<file path="config.mk">
export PLATFORM = sky130hd
export DESIGN_NAME = cmsv_top
export DESIGN_NICKNAME = d
export VERILOG_FILES = /design/src/design/cmsv_pkg.sv /design/src/design/cmsv_target_calc.sv /design/src/design/cmsv_top.sv /design/src/design/cmsv_vec_map.sv
export SDC_FILE = /design/constraint.sdc
export NUM_CORES = 1
export LEC_CHECK = 0
export BUFFER_PORTS_ARGS = -buffer_cell sky130_fd_sc_hd__buf_2
export CAP_MARGIN = 20
export CORE_UTILIZATION = 44
export DETAILED_ROUTE_END_ITERATION = 12
export GPL_TIMING_DRIVEN = 0
export PLACE_DENSITY = 0.76
export SKIP_CTS_REPAIR_TIMING = 1
export SYNTH_ARGS = -nofsm -noshare
export SYNTH_HDL_FRONTEND = slang
export SYNTH_HIERARCHICAL = 1
export SYNTH_SLANG_ARGS = --single-unit
export TNS_END_PERCENT = 30
</file>
<file path="constraint.sdc">
create_clock -name clk_in -period 6.7 [get_ports clk_in]
set_clock_uncertainty 0.15 [all_clocks]
set_input_delay 0.335 -clock clk_in [delete_from_list [all_inputs] [get_ports clk_in]]
set_output_delay 0.335 -clock clk_in [all_outputs]
set_load 0.02 [all_outputs]
</file>
<file path="src/design/cmsv_pkg.sv">
// constants, types and helpers for the cpu mode select and vector map block
package cmsv_pkg;

	// register indices on the plain register port
	localparam logic [3:0] REG_SBS = 4'h0;
	localparam logic [3:0] REG_STAT = 4'h1;

	// stack bank select register layout
	localparam int SBS_MODE_BIT = 3;
	localparam int SBS_BANK_BIT = 0;
	localparam logic [3:0] SBS_RESET = 4'h8;
	localparam logic [3:0] SBS_WMASK = 4'h9;

	// status register layout
	localparam int STAT_BUSY_BIT = 0;
	localparam int STAT_ILL_BIT = 1;
	localparam int STAT_MODE_BIT = 2;

	// stack bytes per call
	localparam logic [1:0] PUSH_LEG = 2'h2;
	localparam logic [1:0] PUSH_EXT = 2'h3;

	// machine cycles per operation
	localparam logic [2:0] CYC_CALL_LEG = 3'h3;
	localparam logic [2:0] CYC_CALL_EXT = 3'h4;
	localparam logic [2:0] CYC_FCALL_LEG = 3'h2;
	localparam logic [2:0] CYC_FCALL_EXT = 3'h3;
	localparam logic [2:0] CYC_FAR = 3'h3;
	localparam logic [2:0] CYC_BLOCK = 3'h2;
	localparam logic [2:0] CYC_REL = 3'h2;
	localparam logic [2:0] CYC_PAGE = 3'h3;
	localparam logic [2:0] CYC_TABLE = 3'h3;
	localparam logic [2:0] CYC_VEC = 3'h2;

	// program memory layout
	localparam int PC_MSB = 13;
	localparam int BLOCK_LSB = 12;
	localparam int PAGE_BITS = 8;
	localparam int FADDR_BITS = 11;
	localparam int LEG_PC_MSB = 11;
	localparam logic [13:0] VEC_RESET = 14'h0000;
	localparam logic [13:0] VEC_ITMR_B = 14'h0002;
	localparam logic [13:0] VEC_EDGE_A = 14'h0004;
	localparam logic [13:0] VEC_SERIAL = 14'h0008;
	localparam logic [13:0] VEC_TMR0 = 14'h000a;
	localparam logic [13:0] VEC_TMR12 = 14'h000c;
	localparam logic [13:0] TABLE_LO = 14'h0020;
	localparam logic [13:0] TABLE_HI = 14'h007f;
	localparam logic signed [6:0] REL_MIN = -7'sh0f;
	localparam logic signed [6:0] REL_NEG_MAX = -7'sh01;
	localparam logic signed [6:0] REL_POS_MIN = 7'sh02;
	localparam logic signed [6:0] REL_MAX = 7'sh10;

	// vector entry word: flags in bits 7 and 6 of the upper byte
	localparam int ENT_MBE_BIT = 15;
	localparam int ENT_RBE_BIT = 14;

	// interrupt sources for the vector lookup
	localparam logic [2:0] SRC_RESET = 3'h0;
	localparam logic [2:0] SRC_ITMR_B = 3'h1;
	localparam logic [2:0] SRC_EDGE_A = 3'h2;
	localparam logic [2:0] SRC_SERIAL = 3'h3;
	localparam logic [2:0] SRC_TMR0 = 3'h4;
	localparam logic [2:0] SRC_TMR12 = 3'h5;

	typedef enum logic [3:0] {
		OP_CALL_ABS = 4'h0,
		OP_CALL_FIXED = 4'h1,
		OP_FAR_JUMP = 4'h2,
		OP_FAR_CALL = 4'h3,
		OP_BLOCK_JUMP = 4'h4,
		OP_REL_JUMP = 4'h5,
		OP_PAGE_DE = 4'h6,
		OP_PAGE_XA = 4'h7,
		OP_TABLE = 4'h8,
		OP_VEC_LOOKUP = 4'h9,
		OP_VEC_DISPATCH = 4'ha
	} cmsv_op_e;

	typedef enum logic [1:0] {
		ST_IDLE = 2'b01,
		ST_EXEC = 2'b10
	} cmsv_state_e;

	typedef struct packed {
		cmsv_state_e state;
		logic [3:0] stack_bank_select;
		logic ill_sticky;
		logic [2:0] cnt;
		logic [2:0] ncyc;
		logic [1:0] nbytes;
		logic [13:0] ret;
		logic [13:0] tgt;
		logic memory_bank_enable_flag;
		logic register_bank_enable_flag;
		logic busy;
		logic illegal;
		logic tvalid;
		logic [3:0] rdata;
		logic pvalid;
		logic [1:0] pidx;
		logic [7:0] pdata;
		logic vmbe;
		logic vrbe;
	} cmsv_regs_s;

	function automatic logic is_call(input cmsv_op_e k);
		return (k == OP_CALL_ABS) || (k == OP_CALL_FIXED) || (k == OP_FAR_CALL);
	endfunction : is_call

	function automatic logic [1:0] push_bytes(input cmsv_op_e k, input logic leg);
		if (!is_call(k))
			return 2'h0;
		return leg ? PUSH_LEG : PUSH_EXT;
	endfunction : push_bytes

	function automatic logic [2:0] op_cycles(input cmsv_op_e k, input logic leg);
		unique case (k)
			OP_CALL_ABS: return leg ? CYC_CALL_LEG : CYC_CALL_EXT;
			OP_CALL_FIXED: return leg ? CYC_FCALL_LEG : CYC_FCALL_EXT;
			OP_FAR_JUMP, OP_FAR_CALL: return CYC_FAR;
			OP_BLOCK_JUMP: return CYC_BLOCK;
			OP_REL_JUMP: return CYC_REL;
			OP_PAGE_DE, OP_PAGE_XA: return CYC_PAGE;
			OP_TABLE: return CYC_TABLE;
			default: return CYC_VEC;
		endcase
	endfunction : op_cycles

endpackage : cmsv_pkg

</file>
<file path="src/design/cmsv_target_calc.sv">
// branch target and legality per operation kind
`timescale 1ns/1ps
module cmsv_target_calc (
	input cmsv_pkg::cmsv_op_e kind_in,
	input logic legacy_in,
	input logic [13:0] pc_in,
	input logic [13:0] operand_in,
	input logic [7:0] pair_in,
	input logic [13:0] vec_addr_in,
	input logic vec_ok_in,
	input logic [13:0] entry_start_in,
	output logic [13:0] target_out,
	output logic legal_out
);

	logic signed [6:0] off;
	logic rel_ok;

	assign off = {operand_in[5], operand_in[5:0]};
	// offsets 0 and +1 are not encodable
	assign rel_ok = ((off >= cmsv_pkg::REL_MIN) && (off <= cmsv_pkg::REL_NEG_MAX))
		|| ((off >= cmsv_pkg::REL_POS_MIN) && (off <= cmsv_pkg::REL_MAX));

	always_comb
	begin
		legal_out = 1'b1;
		target_out = operand_in;
		unique case (kind_in)
			cmsv_pkg::OP_CALL_ABS: target_out = operand_in;
			cmsv_pkg::OP_CALL_FIXED:
				target_out = {3'h0, operand_in[cmsv_pkg::FADDR_BITS-1:0]};
			cmsv_pkg::OP_FAR_JUMP, cmsv_pkg::OP_FAR_CALL: legal_out = !legacy_in;
			cmsv_pkg::OP_BLOCK_JUMP:
				target_out = {pc_in[cmsv_pkg::PC_MSB:cmsv_pkg::BLOCK_LSB],
					operand_in[cmsv_pkg::BLOCK_LSB-1:0]};
			cmsv_pkg::OP_REL_JUMP:
			begin
				target_out = pc_in + {{7{off[6]}}, off};
				legal_out = rel_ok;
			end
			cmsv_pkg::OP_PAGE_DE, cmsv_pkg::OP_PAGE_XA:
				target_out = {pc_in[cmsv_pkg::PC_MSB:cmsv_pkg::PAGE_BITS], pair_in};
			cmsv_pkg::OP_TABLE:
				legal_out = (operand_in >= cmsv_pkg::TABLE_LO)
					&& (operand_in <= cmsv_pkg::TABLE_HI) && !operand_in[0];
			cmsv_pkg::OP_VEC_LOOKUP:
			begin
				target_out = vec_addr_in;
				legal_out = vec_ok_in;
			end
			cmsv_pkg::OP_VEC_DISPATCH: target_out = entry_start_in;
			default:
			begin
				target_out = pc_in;
				legal_out = 1'b0;
			end
		endcase
	end

endmodule : cmsv_target_calc

</file>
<file path="src/design/cmsv_top.sv">
// cpu mode select register, call sequencer and program memory target map
`timescale 1ns/1ps
module cmsv_top (
	input logic clk_in,
	input logic rst_in,
	input logic ce_in,
	input logic [3:0] reg_addr_in,
	input logic [3:0] reg_wdata_in,
	input logic reg_wr_in,
	input logic reg_rd_in,
	output logic [3:0] reg_rdata_out,
	input logic op_valid_in,
	input cmsv_pkg::cmsv_op_e op_kind_in,
	input logic [13:0] pc_in,
	input logic [13:0] operand_in,
	input logic [15:0] data_in,
	input logic mbe_in,
	input logic rbe_in,
	output logic busy_out,
	output logic illegal_out,
	output logic target_valid_out,
	output logic [13:0] target_pc_out,
	output logic push_valid_out,
	output logic [1:0] push_index_out,
	output logic [7:0] push_data_out,
	output logic stack_bank_out,
	output logic legacy_mode_out,
	output logic vec_mbe_out,
	output logic vec_rbe_out
);

	localparam cmsv_pkg::cmsv_regs_s RESET_REGS = '{
		state: cmsv_pkg::ST_IDLE,
		stack_bank_select: cmsv_pkg::SBS_RESET,
		default: '0
	};

	cmsv_pkg::cmsv_regs_s st_q;
	cmsv_pkg::cmsv_regs_s st_d;
	logic [13:0] vec_addr;
	logic vec_ok;
	logic ent_mbe;
	logic ent_rbe;
	logic [13:0] ent_start;
	logic [13:0] calc_target;
	logic calc_legal;
	logic legacy;
	logic take;

	assign legacy = st_q.stack_bank_select[cmsv_pkg::SBS_MODE_BIT];
	assign take = op_valid_in && (st_q.state == cmsv_pkg::ST_IDLE);

	cmsv_vec_map u_vec (
		.src_in(operand_in[2:0]),
		.entry_in(data_in),
		.vec_addr_out(vec_addr),
		.vec_ok_out(vec_ok),
		.entry_mbe_out(ent_mbe),
		.entry_rbe_out(ent_rbe),
		.entry_start_out(ent_start)
	);

	cmsv_target_calc u_calc (
		.kind_in(op_kind_in),
		.legacy_in(legacy),
		.pc_in(pc_in),
		.operand_in(operand_in),
		.pair_in(data_in[cmsv_pkg::PAGE_BITS-1:0]),
		.vec_addr_in(vec_addr),
		.vec_ok_in(vec_ok),
		.entry_start_in(ent_start),
		.target_out(calc_target),
		.legal_out(calc_legal)
	);

	// byte 0 low pc, byte 1 flags and pc up to bit 11, byte 2 the rest
	function automatic logic [7:0] push_byte(input logic [1:0] idx, input logic [13:0] ret,
		input logic memory_bank_enable_flag, input logic register_bank_enable_flag);
		unique case (idx)
			2'h0: return ret[7:0];
			2'h1: return {memory_bank_enable_flag, register_bank_enable_flag, 2'h0, ret[cmsv_pkg::LEG_PC_MSB:8]};
			default: return {6'h00, ret[cmsv_pkg::PC_MSB:cmsv_pkg::LEG_PC_MSB+1]};
		endcase
	endfunction : push_byte

	function automatic logic [3:0] read_mux(input logic [3:0] addr,
		input cmsv_pkg::cmsv_regs_s s);
		logic [3:0] v;
		v = 4'h0;
		if (addr == cmsv_pkg::REG_SBS)
			v = s.stack_bank_select;
		else if (addr == cmsv_pkg::REG_STAT)
		begin
			v[cmsv_pkg::STAT_BUSY_BIT] = s.busy;
			v[cmsv_pkg::STAT_ILL_BIT] = s.ill_sticky;
			v[cmsv_pkg::STAT_MODE_BIT] = s.stack_bank_select[cmsv_pkg::SBS_MODE_BIT];
		end
		return v;
	endfunction : read_mux

	always_comb
	begin
		st_d = st_q;
		st_d.tvalid = 1'b0;
		st_d.illegal = 1'b0;
		st_d.pvalid = 1'b0;
		st_d.rdata = 4'h0;
		// reserved bits 2 and 1 are not stored and read as zero
		if (reg_wr_in && (reg_addr_in == cmsv_pkg::REG_SBS))
			st_d.stack_bank_select = reg_wdata_in & cmsv_pkg::SBS_WMASK;
		if (reg_wr_in && (reg_addr_in == cmsv_pkg::REG_STAT)
			&& reg_wdata_in[cmsv_pkg::STAT_ILL_BIT])
			st_d.ill_sticky = 1'b0;
		if (reg_rd_in)
			st_d.rdata = read_mux(reg_addr_in, st_q);
		unique case (st_q.state)
			cmsv_pkg::ST_IDLE:
			begin
				if (take && !calc_legal)
				begin
					// set after the clear above, so a same-cycle event wins
					st_d.illegal = 1'b1;
					st_d.ill_sticky = 1'b1;
				end
				else if (take)
				begin
					// mode is sampled once per operation; a later write acts on the next
					st_d.state = cmsv_pkg::ST_EXEC;
					st_d.busy = 1'b1;
					st_d.cnt = 3'h0;
					st_d.ncyc = cmsv_pkg::op_cycles(op_kind_in, legacy);
					st_d.nbytes = cmsv_pkg::push_bytes(op_kind_in, legacy);
					st_d.ret = pc_in;
					st_d.tgt = calc_target;
					st_d.memory_bank_enable_flag = mbe_in;
					st_d.register_bank_enable_flag = rbe_in;
					if (op_kind_in == cmsv_pkg::OP_VEC_DISPATCH)
					begin
						st_d.vmbe = ent_mbe;
						st_d.vrbe = ent_rbe;
					end
				end
			end
			cmsv_pkg::ST_EXEC:
			begin
				if (st_q.cnt < {1'b0, st_q.nbytes})
				begin
					st_d.pvalid = 1'b1;
					st_d.pidx = st_q.cnt[1:0];
					st_d.pdata = push_byte(st_q.cnt[1:0], st_q.ret, st_q.memory_bank_enable_flag, st_q.register_bank_enable_flag);
				end
				if (st_q.cnt == (st_q.ncyc - 3'h1))
				begin
					st_d.state = cmsv_pkg::ST_IDLE;
					st_d.busy = 1'b0;
					st_d.tvalid = 1'b1;
				end
				else
					st_d.cnt = st_q.cnt + 3'h1;
			end
			default:
			begin
				st_d.state = cmsv_pkg::ST_IDLE;
				st_d.busy = 1'b0;
			end
		endcase
	end

	// reset is honoured even while the clock enable is low
	always_ff @(posedge clk_in)
	begin
		if (rst_in)
			st_q <= RESET_REGS;
		else if (ce_in)
			st_q <= st_d;
	end

	assign reg_rdata_out = st_q.rdata;
	assign busy_out = st_q.busy;
	assign illegal_out = st_q.illegal;
	assign target_valid_out = st_q.tvalid;
	assign target_pc_out = st_q.tgt;
	assign push_valid_out = st_q.pvalid;
	assign push_index_out = st_q.pidx;
	assign push_data_out = st_q.pdata;
	assign stack_bank_out = st_q.stack_bank_select[cmsv_pkg::SBS_BANK_BIT];
	assign legacy_mode_out = st_q.stack_bank_select[cmsv_pkg::SBS_MODE_BIT];
	assign vec_mbe_out = st_q.vmbe;
	assign vec_rbe_out = st_q.vrbe;

	// helper state watched only by the checks below
	logic [2:0] hp_cnt;
	logic [2:0] hp_exp;
	logic [13:0] hp_ret;

	always_ff @(posedge clk_in)
	begin
		if (rst_in)
		begin
			hp_cnt <= 3'h0;
			hp_exp <= 3'h0;
			hp_ret <= 14'h0000;
		end
		else if (ce_in)
		begin
			if (take && calc_legal)
			begin
				hp_cnt <= 3'h0;
				hp_exp <= cmsv_pkg::is_call(op_kind_in) ? (legacy ? 3'h2 : 3'h3) : 3'h0;
				hp_ret <= pc_in;
			end
			else if (push_valid_out)
				hp_cnt <= hp_cnt + 3'h1;
		end
	end
endmodule : cmsv_top

</file>
<file path="src/design/cmsv_vec_map.sv">
// vector table addresses and vector entry decode
`timescale 1ns/1ps
module cmsv_vec_map (
	input logic [2:0] src_in,
	input logic [15:0] entry_in,
	output logic [13:0] vec_addr_out,
	output logic vec_ok_out,
	output logic entry_mbe_out,
	output logic entry_rbe_out,
	output logic [13:0] entry_start_out
);

	always_comb
	begin
		vec_ok_out = 1'b1;
		unique case (src_in)
			cmsv_pkg::SRC_RESET: vec_addr_out = cmsv_pkg::VEC_RESET;
			cmsv_pkg::SRC_ITMR_B: vec_addr_out = cmsv_pkg::VEC_ITMR_B;
			cmsv_pkg::SRC_EDGE_A: vec_addr_out = cmsv_pkg::VEC_EDGE_A;
			cmsv_pkg::SRC_SERIAL: vec_addr_out = cmsv_pkg::VEC_SERIAL;
			cmsv_pkg::SRC_TMR0: vec_addr_out = cmsv_pkg::VEC_TMR0;
			cmsv_pkg::SRC_TMR12: vec_addr_out = cmsv_pkg::VEC_TMR12;
			default:
			begin
				vec_addr_out = cmsv_pkg::VEC_RESET;
				vec_ok_out = 1'b0;
			end
		endcase
	end

	// upper byte: two flags then 6 address bits, lower byte: 8 address bits
	assign entry_mbe_out = entry_in[cmsv_pkg::ENT_MBE_BIT];
	assign entry_rbe_out = entry_in[cmsv_pkg::ENT_RBE_BIT];
	assign entry_start_out = entry_in[cmsv_pkg::PC_MSB:0];

endmodule : cmsv_vec_map
</file>
==> results, run 1 <==
- By instance count, the cell type seen most on the critical path is sky130_fd_sc_hd__clkbuf_1.
- The final net count is 812.
- The worst-path cell with the longest stage delay is sky130_fd_sc_hd__clkbuf_1.
- In this run the tightest slew margin relative to its limit is 57.41%.
- For this run, the slowest stage of the critical path takes 0.41 ns.
- The worst reg2reg path endpoint is st_q[42].
- The die covers 10,990 um2.
- The portion of netlist area occupied by mux cells is 3.039%.
- The distinct cell type count of the synthesized netlist is 72.
- STA classifies the critical path startpoint as an input port.
- The detailed router finished its first iteration with 327 violations.
- Detailed placement ended at an HPWL of 10.97 mm.
- Counting the buffers created by CTS gives 9.
- The number of port buffers is 88.
- The largest fanout of any net on the critical path is 10.
- In this run, placement finished with an instance count of 854.
- The initialized floorplan defines 37 standard-cell rows.
- Summed over all failing endpoints, the final setup total negative slack is 0 ns.
- Once the floorplan was initialized, standard cells occupied 45.26% of the core.
- The floorplan die width is 104.8 um.
- After detailed routing, the number of remaining DRC violations is 0.
- The wire length of the first global-routing pass is 22.56 mm.
- The number of global-route vias before repair was 4,524.
- The startpoint identified for the worst register-to-register timing path is legacy_mode_out.
- After layout, the worst setup slack is 3.618 ns.
- The type of the tightest min-delay check is input port to flop.
- The required time at the endpoint of the critical path is 6.82 ns.
- Across all layers, the routed design uses 4,868 vias.
- The count of pins over their slew limit came to 0.
- The sequential cells in the finished layout cover a total of 1261 um2.
- The synthesized design devotes to its leading area cell type 27.11% of total area.
- After synthesis, the largest family of logic cells by area is compound AO/OA/AOI/OAI gates.
- At the pin with the least slew margin, the transition time is 0.6330 ns.
- The flop and latch count out of synthesis is 63.
- The number of antenna violations at the first check in global routing is 0.
- For this run, the detailed router's first-pass iteration total came to 5.
- The simple-gate portion of the synthesized area is 21.97%.
- The post-synthesis to final-layout area growth is 18.40%.
- The most critical setup path has its startpoint at operand_in[5].
- The wire length reported by the detailed router is 14.03 mm.
- The total number of yosys warnings is 6.
- Summing all multi-input logic gate instances after layout gives 2791 um2.
- The ratio of cells with drive above 1 in the final layout is 25.61%.
- For the worst flop-to-flop path, the logic depth is 9.
- The largest delay contributor family on the critical path is buffers and inverters.
- At the end of routability-driven placement, the weighted congestion stood at 0.9183.
- Of all cell types, the one taking the most synthesized area is sky130_fd_sc_hd__dfxtp_1.
- Power spread over the standard cell area amounts to 176.5 nW/um2.
- Sorting the synthesized cells by area gives the leading types as sky130_fd_sc_hd__dfxtp_1, sky130_fd_sc_hd__buf_4, sky130_fd_sc_hd__nand2_1.
- Measured along the y axis, the die boundary spans 104.8 um.
- The clock network latency to the later pin of the worst-skew pair is 0.34 ns.
- Across the VDD grid, the largest voltage drop is 0.0001098 V.
- The time the final worst path needs with I/O delays and setup is 3.082 ns.
- The clock sink count is 63.
- After detailed routing, the average wire length per cell comes to 16.13 um.
- The global-route usage over all layers is 25.80%.
- After clock tree synthesis, the clock-pin slew on the worst setup and hold paths is 0.08 ns.
- Setup slack on the worst reg-to-reg path comes out at 4.11 ns.
- Power comes to 0.9721 mW.
- Of the available clock period, the critical path in the final layout requires 45.99%.
- The fmax is 324.5 MHz.
- Among all cell types in the netlist, the one instantiated most often is sky130_fd_sc_hd__nand2_1.
- The number of buffers and inverters on the critical path is 4.
- The number of max-cap violations is 0.
- Setup repair after global routing left no endpoint under its margin.
- The share of synthesized registers carrying an async set or reset is 0%.
- The area of the placeable core is 10,280 um2.
- STA classifies the critical path endpoint as a flop.
- The synthesized netlist devotes 25.87% of its cell area to compound gates.
- The leakage power total is 2.321 nW.
- The antenna diode count is 0.
- After synthesis, the most frequently instantiated cells are sky130_fd_sc_hd__nand2_1, sky130_fd_sc_hd__a21oi_1, sky130_fd_sc_hd__dfxtp_1.
- The most used flip-flop cell after synthesis is sky130_fd_sc_hd__dfxtp_1.
- Walking the worst path, the cells encountered are buf_2 > clkbuf_1 > nor3_1 > a21o_1 > a22oi_1 > o221ai_1 > nand3_1 > or2_2 > clkbuf_1 > clkbuf_1 > nand2_1 > a21oi_1.
- The number of nets with antenna violations after detailed routing is 0.
- The H-tree was split into 3 levels.
- After Yosys synthesis, full adders, half adders and majority gates account for 5.272% of the synthesized area.
- After global routing the overflow that remains totals 0.
- In this run the number of cells on the critical path is 12.
- The number of top-level design ports is 100.
- TritonCTS built the clock tree.
- The capturing instance or port of the critical path is st_q[42].
- A synthesized cell averages 7.503 um2.
- The synthesized design contains 0 enable-type register cells.
- No sink is reached through more buffers than the 2 on the longest clock path.
- The total setup violations reported at the end of the flow is 0.
- The start-to-end type of the worst setup path is input port to flop.
- Of the total synthesized cell area, the portion taken by XOR and XNOR cells is 2.959%.
- The tree is rooted in a sky130_fd_sc_hd__clkbuf_8.
- For this run, the register share of the synthesized area comes to 27.11%.
- Entering global routing, the biggest net connects 12 pins.
- Data on the critical path arrives at its endpoint at 3.20 ns.
- The run finished with clean final reports.
- Synthesis produced a netlist whose cell count is 620.
- The synthesized area is 4652 um2.
- The final non-filler cell total is 870.
- The layout has 1,000 filler cells.
- At the placement stage, the worst setup path has a slack of 3.325 ns.
- The final-report hold violation count is 0.
- In the routed layout, each cell is associated on average with a via count of 5.595.
[registers in the layout, summed over array words and instances (netlist names)]
| name | cells |
|---|---|
| reg_rdata_out | 4 |
| busy_out | 1 |
| target_pc_out | 14 |
| legacy_mode_out | 1 |
| illegal_out | 1 |
| vec_rbe_out | 1 |
| push_index_out | 2 |
| st_q | 27 |
| push_valid_out | 1 |
| vec_mbe_out | 1 |
| push_data_out | 8 |
| stack_bank_out | 1 |
| target_valid_out | 1 |
[worst min-delay path by stage]
stage,endpoint,depth (start not counted),start
2_1_floorplan,st_q[51],2,st_q[51]
3_3_place_gp,st_q[47],2,st_q[47]
3_5_place_dp,st_q[44],2,st_q[44]
4_1_cts,legacy_mode_out,3,reg_wdata_in[3]
5_1_grt,legacy_mode_out,3,reg_wdata_in[3]
6_report,legacy_mode_out,3,reg_wdata_in[3]
[power breakdown]
| part | internal (mW) | switching (mW) |
|---|---|---|
| Combinational | 0.0934 | 0.141 |
| Clock | 0.191 | 0.157 |
| Sequential | 0.384 | 0.00604 |
[per-layer routing]
metal  global-route usage, %  up-vias  share of wire [%]
met2                   41.86      192                 47
met1                   33.28     2291                 44
met5                       0        -                  0
met3                   4.367       37                6.1
li1                        -     2348                  -
met4                   12.07        0                3.4
[worst min-delay path, delay by kind of cell]
family	cells	cell delay, ns
AND/OR/NAND/NOR	1	0.07
multiplexers	1	0.06
buffers and inverters	1	0.07
[cell families (layout without fill, tap and decap cells)]
| logic type | Yosys count | after routing |
|---|---|---|
| buffers and inverters | 106 | 210 |
| AND/OR/NAND/NOR | 223 | 223 |
| adder cells (fa/ha/maj) | 19 | 19 |
| other | 1 | 11 |
| flip-flops | 63 | 63 |
| multiplexers | 14 | 14 |
| AO/OA/AOI/OAI | 180 | 180 |
| XOR/XNOR | 14 | 14 |
[area by class of cell]
type	count	share of cell area, %
clock buffer	11	2.749
multi-input combinational	461	50.68
inverter	19	1.295
sequential	63	22.90
buffer	87	10.27
timing repair buffer	88	7.996
clock inverter	5	1.022
tap	136	3.090
[per-stage QoR]
step	util (%)	cell area, um2	hold slack [ns]
5_1_grt	53.59	5508	0.06685
6_report	53.59	5508	0.06717
3_3_place_gp	51.57	5300	0.2905
4_1_cts	53.59	5508	0.05630
2_1_floorplan	-	4690	0.2819
3_5_place_dp	51.57	5300	0.2962
[layout by cell type, fill, tap and decap left out, drive strengths merged, types with 5 or more instances in the layout]
cell / Yosys / final
a211oi: 15 / 15
a21oi: 74 / 74
a22oi: 12 / 12
a31oi: 7 / 7
a32oi: 7 / 7
and3: 5 / 5
buf: 65 / 153
clkbuf: 22 / 33
conb: 1 / 11
dfxtp: 63 / 63
ha: 18 / 18
inv: 18 / 18
mux2i: 13 / 13
nand2: 106 / 106
nand2b: 9 / 9
nand3: 11 / 11
nor2: 53 / 53
nor2b: 7 / 7
nor3: 7 / 7
o211ai: 5 / 5
o21ai: 22 / 22
o22ai: 5 / 5
xnor2: 9 / 9
Power figures use the tool's default switching activity.
==> run 2: changes to the inputs <==
--- a/config.mk
+++ b/config.mk
@@ -5,12 +5,13 @@
 export SDC_FILE = /design/constraint.sdc
 export NUM_CORES = 1
 export LEC_CHECK = 0
+export ABC_AREA = 1
 export BUFFER_PORTS_ARGS = -buffer_cell sky130_fd_sc_hd__buf_2
 export CAP_MARGIN = 20
 export CORE_UTILIZATION = 44
 export DETAILED_ROUTE_END_ITERATION = 12
 export GPL_TIMING_DRIVEN = 0
-export PLACE_DENSITY = 0.76
+export PLACE_DENSITY = 0.78
 export SKIP_CTS_REPAIR_TIMING = 1
 export SYNTH_ARGS = -nofsm -noshare
 export SYNTH_HDL_FRONTEND = slang
==> constraint.sdc (replaced) <==
create_clock -name clk_in -period 2.5 [get_ports clk_in]
set_clock_uncertainty 0.15 [all_clocks]
set_input_delay 0.125 -clock clk_in [delete_from_list [all_inputs] [get_ports clk_in]]
set_output_delay 0.125 -clock clk_in [all_outputs]
set_load 0.02 [all_outputs]
==> run 2 against run 1 <==
The flow now finishes with violations (negative hold slack); sequential power rose to 2.7 times the previous value; wire length down 8.4%; first-iteration DRC count up 43%; global-route usage decreased by 1.9 points; die area up 0.92%; highest routed layer unchanged.
==> results, run 2 <==
- Outcome: complete, but fails checks (was completed).
- The checks that failed: negative hold slack.
- The synthesized area is 4696 um2 (was 4652 um2).
- The number of CTS-inserted buffers is 9 (unchanged).
- The post-layout instance area came to 5663 um2 (was 5508 um2).
- The area of the placeable core is 10,320 um2 (was 10,280 um2).
- The relative max-transition margin is 65.45% (was 57.41%).
- The number of nets with antenna violations after detailed routing is 0 (unchanged).
- The half-perimeter wire length after detailed placement is 10.26 mm (was 10.97 mm).
- The cell area reported after detailed placement is 5349 um2 (was 5300 um2).
- The number of top-level design ports is 100 (unchanged).
- The starting utilization of the core area is 45.49% (was 45.26%).
- The final non-filler cell total came to 993 (was 870).
- The clock tree from TritonCTS is done (unchanged).
- The share of synthesized registers carrying an async set or reset was 0% (unchanged).
- The worst reg2reg path endpoint is target_pc_out[8] (was st_q[42]).
- The count of mapped cells out of synthesis was 735 (was 620).
- The clock network latency to the later pin of the worst-skew pair came to 0.35 ns (was 0.34 ns).
- The flop and latch count out of synthesis came to 63 (unchanged).
- The cell internal power dissipation is 1.956 mW (was 0.6684 mW).
- The most used flip-flop cell after synthesis was sky130_fd_sc_hd__dfxtp_1 (unchanged).
- The final net count is 935 (was 812).
- The number of enable flip-flop cells after synthesis is 0 (unchanged).
- The die area came to 11,090 um2 (was 10,990 um2).
- The final global-route overflow total is 0 (unchanged).
- The clock slew seen by the registers of the worst setup and hold paths is 0.07 ns (was 0.08 ns).
- Most used cells in the layout excluding fill and tap cells: sky130_fd_sc_hd__nand2_1, sky130_fd_sc_hd__nor2_1, sky130_fd_sc_hd__buf_2 (was sky130_fd_sc_hd__nand2_1, sky130_fd_sc_hd__buf_2, sky130_fd_sc_hd__a21oi_1).
- The most frequent cell after synthesis is sky130_fd_sc_hd__nand2_1 (unchanged).
- The share of the synthesized area in the top cell type is 26.86% (was 27.11%).
- The required time at the endpoint of the critical path is 2.63 ns (was 6.82 ns).
- The biggest cell delay along the critical path is 0.45 ns (was 0.41 ns).
- The worst hold slack across all endpoints is -0.08618 ns (was 0.06717 ns).
- The start-to-end type of the worst setup path is flop to flop (was input port to flop).
- The power share of the clock group is 39.0% (was 35.8%).
- The post-synthesis cell type with the largest combined area is sky130_fd_sc_hd__dfxtp_1 (unchanged).
- The count of unresolved DRC violations after routing came to 0 (unchanged).
- The deepest level of the CTS H-tree came to 3 (unchanged).
- The worst hold path depth is 3 (unchanged).
- Commonest cells post-synth: sky130_fd_sc_hd__nand2_1, sky130_fd_sc_hd__nor2_1, sky130_fd_sc_hd__inv_1 (was sky130_fd_sc_hd__nand2_1, sky130_fd_sc_hd__a21oi_1, sky130_fd_sc_hd__dfxtp_1).
- The distinct cell type count of the synthesized netlist is 47 (was 72).
- The worst reg2reg path depth came to 7 (was 9).
- The post-synthesis to final-layout area growth came to 20.60% (was 18.40%).
- The worst-path cell with the longest stage delay is sky130_fd_sc_hd__dfxtp_1 (was sky130_fd_sc_hd__clkbuf_1).
- The total number of yosys warnings is 6 (unchanged).
- The fraction of power consumed by combinational cells came to 22.9% (was 24.1%).
- The total power is 2.781 mW (was 0.9721 mW).
- The switching share of power is 29.68% (was 31.24%).
- The wire length of the first global-routing pass is 21.02 mm (was 22.56 mm).
- The time the final worst path needs with I/O delays and setup is 2.281 ns.
- The violation count after the first detailed-routing iteration is 468 (was 327).
- The data arrival time of the critical path is 2.41 ns (was 3.20 ns).
- The ratio of cells with drive above 1 in the final layout is 23.92% (was 25.61%).
- The count of placed standard cells including taps is 970 (was 854).
- The filler cell count is 1,063 (was 1,000).
- The register area share after synthesis is 26.86% (was 27.11%).
- The number of search-and-repair iterations in the first detailed-routing pass is 5 (unchanged).
- The routed wirelength normalized by instance count is 12.94 um (was 16.13 um).
- The capturing instance or port of the critical path is target_pc_out[8] (was st_q[42]).
- The total power density per cell area came to 491.1 nW/um2 (was 176.5 nW/um2).
- Biggest area contributors in the synthesized netlist: sky130_fd_sc_hd__dfxtp_1, sky130_fd_sc_hd__nand2_1, sky130_fd_sc_hd__nor2_1 (was sky130_fd_sc_hd__dfxtp_1, sky130_fd_sc_hd__buf_4, sky130_fd_sc_hd__nand2_1).
- The total setup violations reported at the end of the flow came to 0 (unchanged).
- The maximum number of pins on one net before global-route repair is 14 (was 12).
- The die outline height is 105.3 um (was 104.8 um).
- The count of pins over their slew limit is 0 (unchanged).
- The weighted congestion at the end of routability-driven global placement is 0.9691 (was 0.9183).
- The mean number of vias per cell was 5.003 (was 5.595).
- The clock tree buffer depth is 2 (unchanged).
- The post-synthesis area per instance is 6.389 um2 (was 7.503 um2).
- CP cell instances: nand2_1 > a221oi_1 > nand3_1 > nand3_2 > clkbuf_1 > o21ai_0 > nor2_1 (was buf_2 > clkbuf_1 > nor3_1 > a21o_1 > a22oi_1 > o221ai_1 > nand3_1 > or2_2 > clkbuf_1 > clkbuf_1 > nand2_1 > a21oi_1).
- Setup repair after global routing missed its margin: false (unchanged).
- The clock root buffer is sky130_fd_sc_hd__clkbuf_8 (unchanged).
- The number of antenna violations at the first check in global routing came to 0 (unchanged).
- The detailed-route via count was 4,968 (was 4,868).
- The most common cell after layout, fill and taps aside is sky130_fd_sc_hd__nand2_1 (unchanged).
- The wire length reported by the detailed router is 12.85 mm (was 14.03 mm).
- The standard-cell row count is 37 (unchanged).
- The number of port buffers is 89 (was 88).
- The clock sink count is 63 (unchanged).
- The start of the worst register-to-register path is legacy_mode_out (unchanged).
- The leakage power total is 2.886 nW (was 2.321 nW).
- The type of the tightest min-delay check is input port to flop (unchanged).
- The final-report hold violation count is 8 (was 0).
- The most flop-heavy register is st_q (unchanged).
- The worst setup slack for register-to-register paths is 0.22 ns (was 4.11 ns).
- The number of max-cap violations was 0 (unchanged).
- The flip-flop count of the largest register, all copies and words added was 27 (unchanged).
- The antenna diode count came to 0 (unchanged).
- The floorplan die width came to 105.3 um (was 104.8 um).
- The number of global-route vias before repair is 4,514 (was 4,524).
- The worst voltage drop across the vdd grid is 0.0003215 V (was 0.0001098 V).
- The accumulated negative setup slack is 0 ns (unchanged).
- The actual slew at the worst max-slew pin is 0.5183 ns (was 0.6330 ns).
- The global-route usage over all layers is 23.93% (was 25.80%).
- The kind of end point of the critical path is a flop (unchanged).
- The switching power summed over all nets was 0.8253 mW (was 0.3037 mW).
- The fmax is 438.4 MHz.
- The category of the worst setup path launch point is a flop (was input port).
- The share of power burned in registers is 38.1% (was 40.1%).
- The period utilization is 91.25%.
- The start point of the critical path was legacy_mode_out (was operand_in[5]).
- The largest fanout of any net on the critical path is 10 (unchanged).
[run 2: cell count changes after synthesis, sizes merged, moves of 8 or more]
cell / before / now
nand2: 106 / 172
a211oi: 15 / 0
o21ai: 22 / 55
xnor2: 9 / 1
nand2b: 9 / 0
mux2i: 13 / 0
a21oi: 74 / 42
clkbuf: 22 / 7
nor2: 53 / 124
a22oi: 12 / 1
inv: 18 / 75
nand3: 11 / 57
[run 2: cell type report]
cell class | count | area (um2) | share of cell area (%)
Multi-Input combinational cell | 530 | 2643 | 46.66
Sequential cell | 63 | 1261 | 22.27
Buffer | 76 | 543.0 | 9.589
Timing Repair Buffer | 96 | 515.5 | 9.103
Inverter | 76 | 286.5 | 5.060
Tap cell | 136 | 170.2 | 3.005
Clock buffer | 9 | 123.9 | 2.187
Clock inverter | 7 | 120.1 | 2.121
[run 2: how the worst min path moves through the flow]
stage	end	from	slack [ns]
2_1_floorplan	legacy_mode_out	reg_wdata_in[3]	0.10
3_3_place_gp	legacy_mode_out	reg_wdata_in[3]	0.20
3_5_place_dp	legacy_mode_out	reg_wdata_in[3]	0.20
4_1_cts	legacy_mode_out	reg_wdata_in[3]	-0.15
5_1_grt	st_q[49]	pc_in[13]	0.0001
6_report	st_q[21]	mbe_in	-0.09
[run 2: logic make-up (layout without fill, tap and decap cells)]
group | after synthesis | count (layout) | synth area share, %
AO/OA/AOI/OAI | 120 | 120 | 14.84
XOR/XNOR | 3 | 3 | 0.5597
adder cells (fa/ha/maj) | 19 | 19 | 5.223
buffers and inverters | 152 | 264 | 17.67
flip-flops | 63 | 63 | 26.86
other | 1 | 11 | 0.07986
AND/OR/NAND/NOR | 377 | 377 | 34.77
[run 2: stage by stage]
step / setup WS (ns) / util, %
CTS: 0.2842 / 54.18
floorplan: 0.7093 / -
detailed placement: 0.1547 / 51.81
global placement: 0.1559 / 51.81
finish: 0.2188 / 54.85
global route: 0.04998 / 54.85
[run 2: critical path: cells and delay by family (launching register included)]
kind	cells	cell delay (ns)
and+or+nand+nor	4	0.73
AOI/OAI and AO/OA	2	0.55
DFF	1	0.45
buffers and inverters	1	0.33
[run 2: routing by layer]
| layer | global-route usage [%] | share of wire [%] | vias up | wire length [um] |
|---|---|---|---|---|
| li1 | - | - | 2556 | - |
| met1 | 30.50 | 43 | 2195 | 5588 |
| met2 | 40.13 | 46 | 185 | 5935 |
| met3 | 3.340 | 7.1 | 32 | 914 |
| met4 | 10.46 | 3.2 | 0 | 412 |
| met5 | 0 | 0 | - | 0 |
[run 2: power by group through the flow]
stage / combinational (mW) / clock [mW] / sequential, mW
floorplan: 0.425 / 0 / 1.08
detailed placement: 0.613 / 0 / 1.08
global placement: 0.608 / 0 / 1.08
finish: 0.636 / 1.09 / 1.06
CTS: 0.617 / 1.09 / 1.06
global route: 0.711 / 1.14 / 1.06
